File: config.mk
export PLATFORM = sky130hd
export DESIGN_NAME = spi_master_seq
export DESIGN_NICKNAME = d
export VERILOG_FILES = /design/src/include/spi_seq_pkg.sv /design/src/spi_rx_buf.sv /design/src/spi_master_seq.sv
export VERILOG_INCLUDE_DIRS = /design/src /design/src/include
export SDC_FILE = /design/constraint.sdc
export NUM_CORES = 1
export LEC_CHECK = 0
export ABC_AREA = 1
export BUFFER_PORTS_ARGS = -buffer_cell sky130_fd_sc_hd__buf_2
export CAP_MARGIN = 10
export CORE_MARGIN = 2
export CORE_UTILIZATION = 45
export CTS_BUF_LIST = sky130_fd_sc_hd__clkbuf_4 sky130_fd_sc_hd__clkbuf_8
export DETAILED_ROUTE_END_ITERATION = 10
export HOLD_SLACK_MARGIN = 0.08
export PLACE_DENSITY_LB_ADDON = 0.12
export SLEW_MARGIN = 30
export SYNTH_ARGS = -nofsm -noshare
export SYNTH_HDL_FRONTEND = slang
export SYNTH_HIERARCHICAL = 1
export SYNTH_SLANG_ARGS = --single-unit
File: constraint.sdc
create_clock -name MCLK_I -period 2.3 [get_ports MCLK_I]
set_input_delay 0.115 -clock MCLK_I [delete_from_list [all_inputs] [get_ports MCLK_I]]
set_output_delay 0.115 -clock MCLK_I [all_outputs]
set_load 0.02 [all_outputs]
File: src/include/spi_seq_params.svh
// constants for the serial master transfer sequencer
`ifndef SPI_SEQ_PARAMS_SVH
`define SPI_SEQ_PARAMS_SVH
`define WORD_W 32
`define SIZE_W 5
`define FRF_FOUR_WIRE 2'h0
`define FRF_THREE_WIRE 2'h2
`define ICR_OVR_BIT 0
`define ICR_UNR_BIT 1
`define CLK_PERIOD_NS 8
`define SCLK_HALF_NS 40
`define CNT_W_DEF 16
`endif

File: src/include/spi_seq_pkg.sv
// types shared by the serial master transfer sequencer
package spi_seq_pkg;
  typedef enum logic [1:0] {MODE_FULL, MODE_TX_ONLY, MODE_RX_CNT, MODE_COMBINED} xfer_mode_t;
  typedef enum logic [1:0] {ST_IDLE, ST_SHIFT, ST_RESP, ST_GAP} seq_state_t;
  typedef enum logic [1:0] {CNT_NONE, CNT_TX, CNT_RX} cnt_owner_t;
  typedef struct packed {
    logic port_enable;
    logic master;
    xfer_mode_t transfer_mode_select;
    logic [1:0] frame_format;
    logic [4:0] command_size;
    logic [4:0] data_size;
    logic lsb_first;
    logic keep_clocking;
  } seq_cfg_t;
  typedef struct packed {
    logic sclk;
    logic cs_n;
    logic dout;
    logic dout_oe;
  } spi_pins_t;
  typedef struct packed {
    logic rx_overrun;
    logic tx_underrun;
    logic tx_empty;
  } irq_src_t;
endpackage

File: src/spi_rx_buf.sv
// two-entry receive buffer with valid/ready on both sides
module spi_rx_buf #(
  parameter int W = 32
) (
  input wire logic clk_i,
  input wire logic rst_i,
  input wire logic in_valid_i,
  output logic in_ready_o,
  input wire logic [W-1:0] in_data_i,
  output logic out_valid_o,
  input wire logic out_ready_i,
  output logic [W-1:0] out_data_o
);
  typedef struct packed {
    logic [W-1:0] d0;
    logic [W-1:0] d1;
    logic [1:0] cnt;
  } buf_st_t;
  buf_st_t s_q, s_d;
  logic push, pop;

  if (W < 1) begin : g_chk
    $error("spi_rx_buf: W must be positive");
  end

  assign in_ready_o = (s_q.cnt != 2'h2);
  assign out_valid_o = (s_q.cnt != 2'h0);
  assign out_data_o = s_q.d0;
  assign push = in_valid_i && in_ready_o;
  assign pop = out_valid_o && out_ready_i;

  always_comb begin
    s_d = s_q;
    if (pop) begin
      s_d.d0 = s_q.d1;
    end
    if (push) begin
      // slot index is the count after the pop has been taken
      if ((s_q.cnt == 2'h0) || (s_q.cnt == 2'h1 && pop)) begin
        s_d.d0 = in_data_i;
      end else begin
        s_d.d1 = in_data_i;
      end
    end
    s_d.cnt = s_q.cnt + {1'b0, push} - {1'b0, pop};
  end

  always_ff @(posedge clk_i) begin
    if (rst_i) begin
      s_q <= '0;
    end else begin
      s_q <= s_d;
    end
  end
endmodule

File: src/spi_master_seq.sv
// serial master transfer sequencer: modes, frame counters, error sources
// Overview of operation
// - rx full at word end: raise overrun, drop word, keep buffer; clear by write 1
// - mode 00/01 frame started with tx empty: raise underrun, resend stale word; clear by 1
// - tx empty source follows tx queue emptiness, drops once a word is present
// - mode 00: send tx words, store every received word
// - mode 01: send tx words whenever available, store nothing received
// - mode 10, tx empty: send dummy each frame, count rx counter down
// - mode 10, tx pending: send it without counting, then switch to dummy
// - mode 10 dummy sending stops at rx count zero; software reloads nonzero to resume
// - rx counter decrements with tx empty or during a mode 10 dummy run, before the word goes out
// - once dummy sending started, later tx words are ignored in mode 10 until the run ends at rx count zero
// - combined: tx count zero, rx count nonzero, tx empty: dummy, capture, count rx
// - combined: tx count per queue word, rx count per dummy, before sending
// - combined halts on three listed counter and queue conditions
// - a started counter is used to zero before the other one begins
// - every word sent in counted modes captures one word from the slave
// - mode may change while enabled; taken only at next word start
// - frame format 0 is four-wire, 2 is three-wire command/response
// - three-wire: shared line, command size out, data size in
// - three-wire transmit: send command, read response, then busy drops to mark the end
`include "spi_seq_params.svh"
module spi_master_seq import spi_seq_pkg::*; #(
  parameter int CNT_W = `CNT_W_DEF,
  parameter int HALF_CYC = (`SCLK_HALF_NS + `CLK_PERIOD_NS - 1) / `CLK_PERIOD_NS
) (
  input wire logic MCLK_I,
  input wire logic RST_I,
  input wire seq_cfg_t CFG_I,
  input wire logic [`WORD_W-1:0] DUMMY_CHAR_I,
  input wire logic RXCNT_WR_I,
  input wire logic [CNT_W-1:0] RXCNT_I,
  input wire logic TXCNT_WR_I,
  input wire logic [CNT_W-1:0] TXCNT_I,
  input wire logic [1:0] INT_CLR_I,
  input wire logic TX_VALID_I,
  input wire logic [`WORD_W-1:0] TX_DATA_I,
  output logic TX_READY_O,
  output logic RX_VALID_O,
  input wire logic RX_READY_I,
  output logic [`WORD_W-1:0] RX_DATA_O,
  output logic [CNT_W-1:0] RXCNT_O,
  output logic [CNT_W-1:0] TXCNT_O,
  output irq_src_t IRQ_SRC_O,
  output logic BUSY_O,
  output spi_pins_t PINS_O,
  input wire logic DIN_I
);
  localparam int DIV_W = $clog2(HALF_CYC + 1);

  typedef struct packed {
    seq_state_t st;
    xfer_mode_t mode;
    logic capture;
    logic three;
    logic [CNT_W-1:0] rxcnt;
    logic [CNT_W-1:0] txcnt;
    cnt_owner_t owner;
    logic rx_dummy;
    logic [`WORD_W-1:0] txsh;
    logic [`WORD_W-1:0] rxsh;
    logic [`SIZE_W-1:0] bitn;
    logic [`SIZE_W-1:0] last;
    logic [DIV_W-1:0] div;
    logic [2:0] sync;
    logic din;
    logic push;
    logic ovr;
    logic unr;
    logic txe;
    spi_pins_t pins;
  } seq_st_t;

  seq_st_t s_q, s_d;
  logic start, use_tx, use_dummy, stale, drx, dtx, cap, fin, ovr_evt, buf_ready;
  logic half_tick, is_three;

  if (CNT_W < 1 || HALF_CYC < 1) begin : g_chk
    $error("spi_master_seq: CNT_W and HALF_CYC must be positive");
  end

  // position of serial bit cnt inside a word of last+1 bits
  function automatic logic [`SIZE_W-1:0] bit_idx(input logic [`SIZE_W-1:0] cnt,
                                                 input logic [`SIZE_W-1:0] last,
                                                 input logic lsb);
    return lsb ? cnt : `SIZE_W'(last - cnt);
  endfunction

  assign is_three = (CFG_I.frame_format == `FRF_THREE_WIRE);
  assign half_tick = (s_q.div == DIV_W'(HALF_CYC - 1));

  // word start decision; only sampled in idle so a mode write lands between words
  always_comb begin
    use_tx = 1'b0;
    use_dummy = 1'b0;
    stale = 1'b0;
    drx = 1'b0;
    dtx = 1'b0;
    cap = 1'b0;
    if (CFG_I.port_enable && CFG_I.master && s_q.st == ST_IDLE) begin
      if (is_three) begin
        use_tx = TX_VALID_I;
        cap = 1'b1;
      end else begin
        case (CFG_I.transfer_mode_select)
          MODE_FULL, MODE_TX_ONLY: begin
            use_tx = TX_VALID_I;
            stale = !TX_VALID_I && CFG_I.keep_clocking;
            cap = (CFG_I.transfer_mode_select == MODE_FULL);
          end
          MODE_RX_CNT: begin
            cap = 1'b1;
            if (!s_q.rx_dummy && TX_VALID_I) begin
              use_tx = 1'b1;
            end else if (s_q.rxcnt != '0) begin
              use_dummy = 1'b1;
              drx = 1'b1;
            end
          end
          MODE_COMBINED: begin
            cap = 1'b1;
            if (s_q.owner != CNT_RX && s_q.txcnt != '0) begin
              use_tx = TX_VALID_I;
              dtx = TX_VALID_I;
            end else if (s_q.owner != CNT_TX && s_q.rxcnt != '0 && !TX_VALID_I) begin
              use_dummy = 1'b1;
              drx = 1'b1;
            end
          end
          default: ;
        endcase
      end
    end
  end

  assign start = use_tx || use_dummy || stale;
  assign TX_READY_O = use_tx;
  assign fin = half_tick && s_q.pins.sclk && (s_q.bitn == s_q.last) &&
               (s_q.st == ST_RESP || (s_q.st == ST_SHIFT && !s_q.three));
  assign ovr_evt = fin && s_q.capture && !buf_ready;

  always_comb begin
    s_d = s_q;
    s_d.push = 1'b0;
    // first stage feeds only the second; a change counts once stages two and three agree
    s_d.sync = {s_q.sync[1:0], DIN_I};
    if (s_q.sync[1] == s_q.sync[2]) begin
      s_d.din = s_q.sync[2];
    end
    s_d.txe = !TX_VALID_I;
    case (s_q.st)
      ST_IDLE: begin
        s_d.pins.dout_oe = CFG_I.port_enable && !is_three;
        if (start) begin
          s_d.st = ST_SHIFT;
          s_d.mode = CFG_I.transfer_mode_select;
          s_d.three = is_three;
          s_d.capture = cap;
          // stale start leaves the old shift word in place
          s_d.txsh = use_tx ? TX_DATA_I : (use_dummy ? DUMMY_CHAR_I : s_q.txsh);
          s_d.rxsh = '0;
          s_d.bitn = '0;
          s_d.last = is_three ? CFG_I.command_size : CFG_I.data_size;
          s_d.div = '0;
          s_d.pins.cs_n = 1'b0;
          s_d.pins.sclk = 1'b0;
          s_d.pins.dout_oe = 1'b1;
          s_d.pins.dout = s_d.txsh[bit_idx('0, s_d.last, CFG_I.lsb_first)];
          if (drx) begin
            s_d.rxcnt = s_q.rxcnt - CNT_W'(1);
            s_d.rx_dummy = (CFG_I.transfer_mode_select == MODE_RX_CNT);
            s_d.owner = CNT_RX;
          end
          if (dtx) begin
            s_d.txcnt = s_q.txcnt - CNT_W'(1);
            s_d.owner = CNT_TX;
          end
        end
      end
      ST_SHIFT, ST_RESP: begin
        s_d.div = half_tick ? '0 : s_q.div + DIV_W'(1);
        if (half_tick) begin
          s_d.pins.sclk = !s_q.pins.sclk;
          if (!s_q.pins.sclk) begin
            s_d.rxsh[bit_idx(s_q.bitn, s_q.last, CFG_I.lsb_first)] = s_q.din;
          end else if (s_q.bitn != s_q.last) begin
            s_d.bitn = s_q.bitn + `SIZE_W'(1);
            s_d.pins.dout = s_q.txsh[bit_idx(s_d.bitn, s_q.last, CFG_I.lsb_first)];
          end else if (s_q.st == ST_SHIFT && s_q.three) begin
            // command done: release the shared line and read the response
            s_d.st = ST_RESP;
            s_d.pins.dout_oe = 1'b0;
            s_d.bitn = '0;
            s_d.last = CFG_I.data_size;
            s_d.rxsh = '0;
          end else begin
            s_d.st = ST_GAP;
            s_d.pins.cs_n = 1'b1;
            s_d.push = s_q.capture && buf_ready;
            // counter that reached zero frees the sequencer for the other one
            if (s_q.owner == CNT_RX && s_q.rxcnt == '0) begin
              s_d.owner = CNT_NONE;
              s_d.rx_dummy = 1'b0;
            end
            if (s_q.owner == CNT_TX && s_q.txcnt == '0) begin
              s_d.owner = CNT_NONE;
            end
          end
        end
      end
      ST_GAP: begin
        // chip select stays high for half a bit between words
        s_d.div = half_tick ? '0 : s_q.div + DIV_W'(1);
        if (half_tick) begin
          s_d.st = ST_IDLE;
        end
      end
      default: s_d.st = ST_IDLE;
    endcase
    if (RXCNT_WR_I) begin
      s_d.rxcnt = RXCNT_I;
    end
    if (TXCNT_WR_I) begin
      s_d.txcnt = TXCNT_I;
    end
    // a new event wins over a clear in the same cycle
    s_d.ovr = ovr_evt || (s_q.ovr && !INT_CLR_I[`ICR_OVR_BIT]);
    s_d.unr = stale || (s_q.unr && !INT_CLR_I[`ICR_UNR_BIT]);
  end

  always_ff @(posedge MCLK_I) begin
    if (RST_I) begin
      s_q <= '{st: ST_IDLE, mode: MODE_FULL, owner: CNT_NONE,
               pins: '{sclk: 1'b0, cs_n: 1'b1, dout: 1'b0, dout_oe: 1'b0},
               txe: 1'b1, default: '0};
    end else begin
      s_q <= s_d;
    end
  end

  spi_rx_buf #(
    .W(`WORD_W)
  ) u_rx_buf (
    .clk_i(MCLK_I),
    .rst_i(RST_I),
    .in_valid_i(s_q.push),
    .in_ready_o(buf_ready),
    .in_data_i(s_q.rxsh),
    .out_valid_o(RX_VALID_O),
    .out_ready_i(RX_READY_I),
    .out_data_o(RX_DATA_O)
  );

  assign RXCNT_O = s_q.rxcnt;
  assign TXCNT_O = s_q.txcnt;
  assign IRQ_SRC_O = '{rx_overrun: s_q.ovr, tx_underrun: s_q.unr, tx_empty: s_q.txe};
  assign BUSY_O = (s_q.st != ST_IDLE);
  assign PINS_O = s_q.pins;
endmodule

Word-level counts from Yosys, hierarchy flattened
Cells that the tools add are included.
{ "classes": {"add_sub_neg": 8, "magnitude_cmp": 4, "eq_ne": 32, "n_mux": 77, "n_bitwise": 4, "n_reduce_logical": 73} }
{ "op_table": {"columns": ["operator", "n"], "rows": [
  ["$mux 32", 8],
  ["$mux 118", 1],
  ["$mux 42", 2],
  ["$pmux 42 s2", 1],
  ["$mux 64", 1],
  ["$mux 16", 3],
  ["$bwmux 32", 1],
  ["$logic_not 16->1", 2],
  ["$reduce_bool 16->1", 2],
  ["$sub 16x1->16 const B", 2],
  ["$mux 5", 6],
  ["$mux 1", 27],
  ["$reduce_and 5->1", 5],
  ["$logic_and 1x1->1", 24],
  ["$mux 3", 8],
  ["$ne 2x2->1 const B", 12],
  ["$lt 5x6->1 const B", 3],
  ["$mux 18", 1],
  ["$reduce_bool 2->1", 9],
  ["$reduce_and 8->1", 2],
  ["$ne 3x3->1 const B", 5],
  ["$eq 2x2->1 const B", 6],
  ["$pmux 3 s2", 2],
  ["$reduce_and 6->1", 2],
  ["other kinds (30)", 63]
]} }
{ "word_totals": {"register_bits": 196, "input_bits": 123, "out_inout_bits": 74, "wordCells": 224} }

Logic depth before layout (Yosys ltp)
{ "depth": {"ltp_word": 14, "ltp_mapped": 20, "ltp_nobuf": 20} }

Modules after synthesis
The synthesis kept the hierarchy.
{ "by_module_without_submodules": {"columns": ["module", "n_inst", "cells_each", "area_each_um2", "seq_area_each_um2"], "rows": [
  ["spi_master_seq", 1, 1239, 8141.6, 2562.5],
  ["spi_rx_buf", 1, 544, 3443.3, 1321.3]
]} }

Least setup slack after synthesis
OpenSTA, ideal clock, no wires.
{ "synth_timing": {"path_kind": "register to register", "start": "register s_q[21] (netlist name)", "end": "register s_q (netlist bit PINS_O[1])", "setup_ns": 0.120, "t_arrival_ns": 2.242, "required_time_ns": 2.180, "path_slack_ns": -0.061, "path_stages_with_launch": 17, "path_buffers": 0, "synth_period_minus_slack_ns": 2.361, "cell_sequence": "dfxtp_1 > ha_1 > xor2_1 > inv_1 > ha_1 > nand2_1 > nor2_1 > a211oi_1 > or2_2 > nand3_1 > o21ai_0 > inv_1 > o211ai_1 > nand3b_1 > nand2_1 > a21boi_0 > a21oi_1"} }
{ "synth_via": {"elab_chain_cells": 9, "elab_cells_between_ends": 12, "cone_classes": "add/sub (2); eq/ne (2); mux (7); reduce/logical (1)"} }
{ "synth_lines": {"columns": ["item", "line", "rtl"], "rows": [
  ["start: declaration", "spi_master_seq.sv:74", "seq_st_t s_q, s_d;"],
  ["start signal: assignment", "spi_master_seq.sv:233", "s_q <= '{st: ST_IDLE, mode: MODE_FULL, owner: CNT_NONE,"],
  ["$add 5x1->5", "spi_master_seq.sv:187", "s_d.bitn = s_q.bitn + `SIZE_W'(1);"],
  ["$sub 5x5->5", "spi_master_seq.sv:86", "return lsb ? cnt : `SIZE_W'(last - cnt);"],
  ["$mux 5", "spi_master_seq.sv:86", null],
  ["$bmux 1 s5", "spi_master_seq.sv:188", "s_d.pins.dout = s_q.txsh[bit_idx(s_d.bitn, s_q.last, CFG_I.lsb_first)];"],
  ["$mux 1 (not written as such)", "spi_master_seq.sv:188", null],
  ["$mux 1", "spi_master_seq.sv:186", "end else if (s_q.bitn != s_q.last) begin"],
  ["$mux 3", "spi_master_seq.sv:184", "if (!s_q.pins.sclk) begin"],
  ["$mux 4", "spi_master_seq.sv:182", "if (half_tick) begin"],
  ["$pmux 4 s2", "spi_master_seq.sv:151", "case (s_q.st)"]
]} }
Several ways; a longest one is shown, not always the timed one. The select of a mux whose other input is x is not followed.
A chain may end at the register's enable or synchronous reset.

Worst setup path after layout
{ "layout_timing": {"start": "register s_q[20] (netlist name)", "end": "register s_q[31] (netlist name)"} }
{ "layout_via": {"elab_chain_cells": 10, "elab_cells_between_ends": 14, "cone_classes": "add/sub (1); order compare (2); eq/ne (2); mux (7); reduce/logical (2)"} }
{ "layout_lines": {"columns": ["item", "line", "rtl"], "rows": [
  ["$sub 5x5->5", "spi_master_seq.sv:86", null],
  ["$mux 5", "spi_master_seq.sv:86", null],
  ["$lt 5x6->1 (not written as such) or $ge 5x1->1 (tied branches)", "spi_master_seq.sv:185", "s_d.rxsh[bit_idx(s_q.bitn, s_q.last, CFG_I.lsb_first)] = s_q.din;"],
  ["$logic_and 1x1->1 (not written as such)", "spi_master_seq.sv:185", null],
  ["$mux 1 (not written as such)", "spi_master_seq.sv:185", null],
  ["$demux 1 s5", "spi_master_seq.sv:185", null],
  ["$bwmux 32", "spi_master_seq.sv:185", null],
  ["$mux 32", "spi_master_seq.sv:184", null],
  ["$mux 42", "spi_master_seq.sv:182", null],
  ["$pmux 42 s2", "spi_master_seq.sv:151", null]
]} }
Several ways; a longest one is shown, not always the timed one. The select of a mux whose other input is x is not followed.

==> results.py <==
metrics = {
    "outcome": {
        "status": "finished, violations left",
        "violations": "setup timing",
    },
    "clocking": {
        "cts-root-buf": "clkbuf_8",
        "clock-sinks": 194,
        "cts.path.max_buffers": 2,
        "ctsHtreeMaxLevel": 4,
        "clock_latency_ns": 0.49,
        "numCtsBuffers": 17,
        "tritoncts": "built",
        "cts.clk_slew.worst_paths_ns": 0.12,
    },
    "synth": {
        "yosysWarnings": 6,
        "netlist_instances": 1783,
        "syn-cell-area_um2": 11580,
        "synth_edf_count": 0,
        "synth_top_cells_by_area": "dfxtp_1 (34%), nand2_1 (13%), nand3_1 (10%)",
        "ys_ff_latch": 194,
        "synth_area_per_cell_um2": 6.497,
        "synth_cell_types": 54,
        "yosysTopAreaCell": "dfxtp_1",
        "synthDominantCellAreaShare_pct": 33.52,
        "async_flop_share_pct": 0,
        "synthFlopType": "dfxtp_1",
        "ys_seq_area_share_pct": 33.52,
        "synth_nets": 1927,
    },
    "detailed_routing": {
        "wire_per_inst_um": 14.39,
        "drt_iter0_drc": 815,
        "routed_wl_um": 35610,
        "routed_via_density": 5.070,
        "ant_nets": 0,
        "first_pass_iters": 5,
        "dr_total_vias": 12540,
        "drc": 0,
    },
    "setup_path": {
        "crit_arrival_ns": 2.77,
        "cp_slowest_cell": "dfxtp_4",
        "rr_startpoint": "s_q[20]",
        "cp_top_family": "simple AND/OR/NAND/NOR gates",
        "cp-end-kind": "flop",
        "cp_max_fo": 4,
        "crit_start": "s_q[20]",
        "cp.required_ns": 2.65,
        "worstSetupPathType": "reg2reg",
        "startpoint_type": "flop",
        "critPathBufInv": 3,
        "crit_chain": "ha_4 -> inv_2 -> fa_2 -> nand2_2 -> inv_2 -> nor2_2 -> nor2_1 -> nor2_1 -> xor2_1 -> o21ai_2 -> nand2_1 -> inv_2 -> nand2_4 -> nor2_4 -> nor2_1 -> o21ai_1 -> a21oi_1",
        "max_stage_delay_ns": 0.39,
    },
    "place": {
        "port_buffers": 196,
        "dpl_worst_slack_ns": -0.1874,
        "place.detailed.hpwl_um": 23120,
        "gp_congestion": 0.8603,
    },
    "hold_path": {
        "hold_class": "in2reg",
        "hp-start": "DUMMY_CHAR_I[25]",
    },
    "global_routing": {
        "grt-ovfl-total": 0,
        "grt_max_degree": 66,
        "grt_pass1_vias": 11550,
        "grt_pass1_wl_um": 55720,
        "gr-usage-all-layers_pct": 25.32,
        "antenna_found_initial": 0,
    },
    "timing": {
        "layout_min_cycle_time_ns": 2.421,
        "fin_skew_ns": 0.02955,
        "fin_setup_tns_ns": -3.106,
        "grt_setup_unrepaired": "yes",
        "fin_ws_ns": -0.1213,
        "setup-violations-final": 37,
        "slew_violations": 0,
        "max_freq_mhz": 413.0,
        "hold_slack_ns": 0.1041,
        "finalCritPeriodShare_pct": 105.3,
        "relSlewSlack_pct": 50.86,
        "report.final.hold_viol_count": 0,
        "worst_slew_pin_slew_ns": 0.7363,
    },
    "final_layout": {
        "synthToLayoutAreaGrowth_pct": 38.03,
        "drive_gt1_share_pct": 28.78,
        "final_nets": 2275,
        "mostFrequentLayoutCells": "nand2_1 (376), nor2_1 (250), nand3_1 (220), buf_2 (195), dfxtp_1 (183)",
        "final_common_cell": "nand2_1",
        "diodes": 0,
    },
    "job": {
        "drv_cap": 0,
    },
    "floorplan": {
        "io_pins": 197,
        "std_cell_rows": 58,
        "core-area_um2": 25250,
        "die_x_um": 164.5,
        "die_y_um": 164.5,
        "initial_core_util_pct": 45.87,
        "die_area_um2": 27040,
    },
    "power_and_ir_drop": {
        "clkPwrFrac_pct": 19.0,
        "p_per_area_nw_per_um2": 790.1,
        "cell_internal_pwr_uw": 7248,
        "p_sw_uw": 5386,
        "p_leak_uw": 0.007245,
        "peakVddDrop_mv": 0.7190,
        "p_sw_share_pct": 42.63,
        "p_total_uw": 12630,
        "p_seq_share_pct": 29.7,
        "pwr-share-comb_pct": 51.3,
    },
}
metal layers:
layer / up-vias / global-route usage, % / wire, µm
met5: - / 0 / 0
met4: 0 / 6.917 / 809
met3: 82 / 4.119 / 2023
met2: 395 / 43.91 / 17180
met1: 5693 / 32.57 / 15600
li1: 6374 / - / -
cell usage after synthesis (all sizes together) (2+ instances only):
cell      n
inv     157
o22ai     8
a211oi   14
clkinv    4
nand3   234
nand2   413
dfxtp   194
a21oi    67
nand4     3
buf     122
a31oi    12
nor4      4
fa        2
o211ai   13
nor2    291
xnor2     8
or2      31
o221ai    8
clkbuf   35
ha       19
o21ai    88
a221oi    5
xor2     26
nor3     16
cells by family after synthesis:
kind of cell             Yosys count  synth area share [%]
AO/OA/AOI/OAI                    220                 11.26
XOR/XNOR                          34                 2.571
adder cells (fa/ha/maj)           21                 2.398
buffers and inverters            318                 13.15
flip-flops                       194                 33.52
AND/OR/NAND/NOR                  996                 37.09
sequential cells by signal, summed over array words and instances (netlist names):
name and count:
s_q 87, u_rx_buf/s_q 34, u_rx_buf/out_data_o 32, RXCNT_O 16, TXCNT_O 16, PINS_O 4, IRQ_SRC_O 3, s_d 2
worst min-delay path: stages:
cell	delay [ns]
buf_2	0.08
nand3_1	0.06
nand3_1	0.09
buf_4	0.10
nand2_1	0.04
nor2_1	0.07
area by class of cell:
| class | instances | area [µm²] |
|---|---|---|
| fill | 2291 | 9264 |
| multi-input combinational | 1271 | 6847 |
| sequential | 194 | 3905 |
| timing repair buffer | 485 | 3755 |
| inverter | 161 | 633.1 |
| tap | 330 | 412.9 |
| clock buffer | 17 | 234.0 |
| clock inverter | 15 | 196.4 |
| timing repair inverter | 1 | 7.507 |
path summary, 6_finish.rpt:
kind | end | slack [ns] | cells past startpoint
setup reg to reg | s_q[31] | -0.12 | 17
setup / recovery | s_q[31] | -0.12 | 17
hold / removal | s_q[82] | 0.10 | 6
hold reg to reg | s_q[11] | 0.46 | 2
what timing repair did:
| action | 4_1_cts | 5_1_grt |
|---|---|---|
| resized for setup | 90 | 129 |
| buffers inserted | 9 | 17 |
| endpoints found under the hold margin | 76 | 0 |
| hold buffers | 115 | 0 |
| pin swaps | 21 | 53 |
| endpoints found under the setup margin | 57 | 65 |
| cloned | 0 | 8 |
power groups by stage:
stage / clock [µW] / sequential, µW / combinational, µW
final: 2400 / 3750 / 6480
after global routing: 2590 / 3780 / 7120
after CTS: 2480 / 3730 / 5680
after detailed placement: 0 / 3790 / 5080
after global placement: 0 / 3790 / 5040
after floorplan: 0 / 3780 / 3270
per-stage QoR:
stage | area, µm² | instances | utilization (%)
6_report | 15990 | 2474 | 63.32
5_1_grt | 15990 | 2474 | 63.32
4_1_cts | 15190 | 2449 | 60.17
3_5_place_dp | 13280 | 2293 | 52.58
3_3_place_gp | 13280 | 2293 | 52.58
2_1_floorplan | 11610 | 1783 | -
No activity file was read; power rests on OpenSTA's default activity.
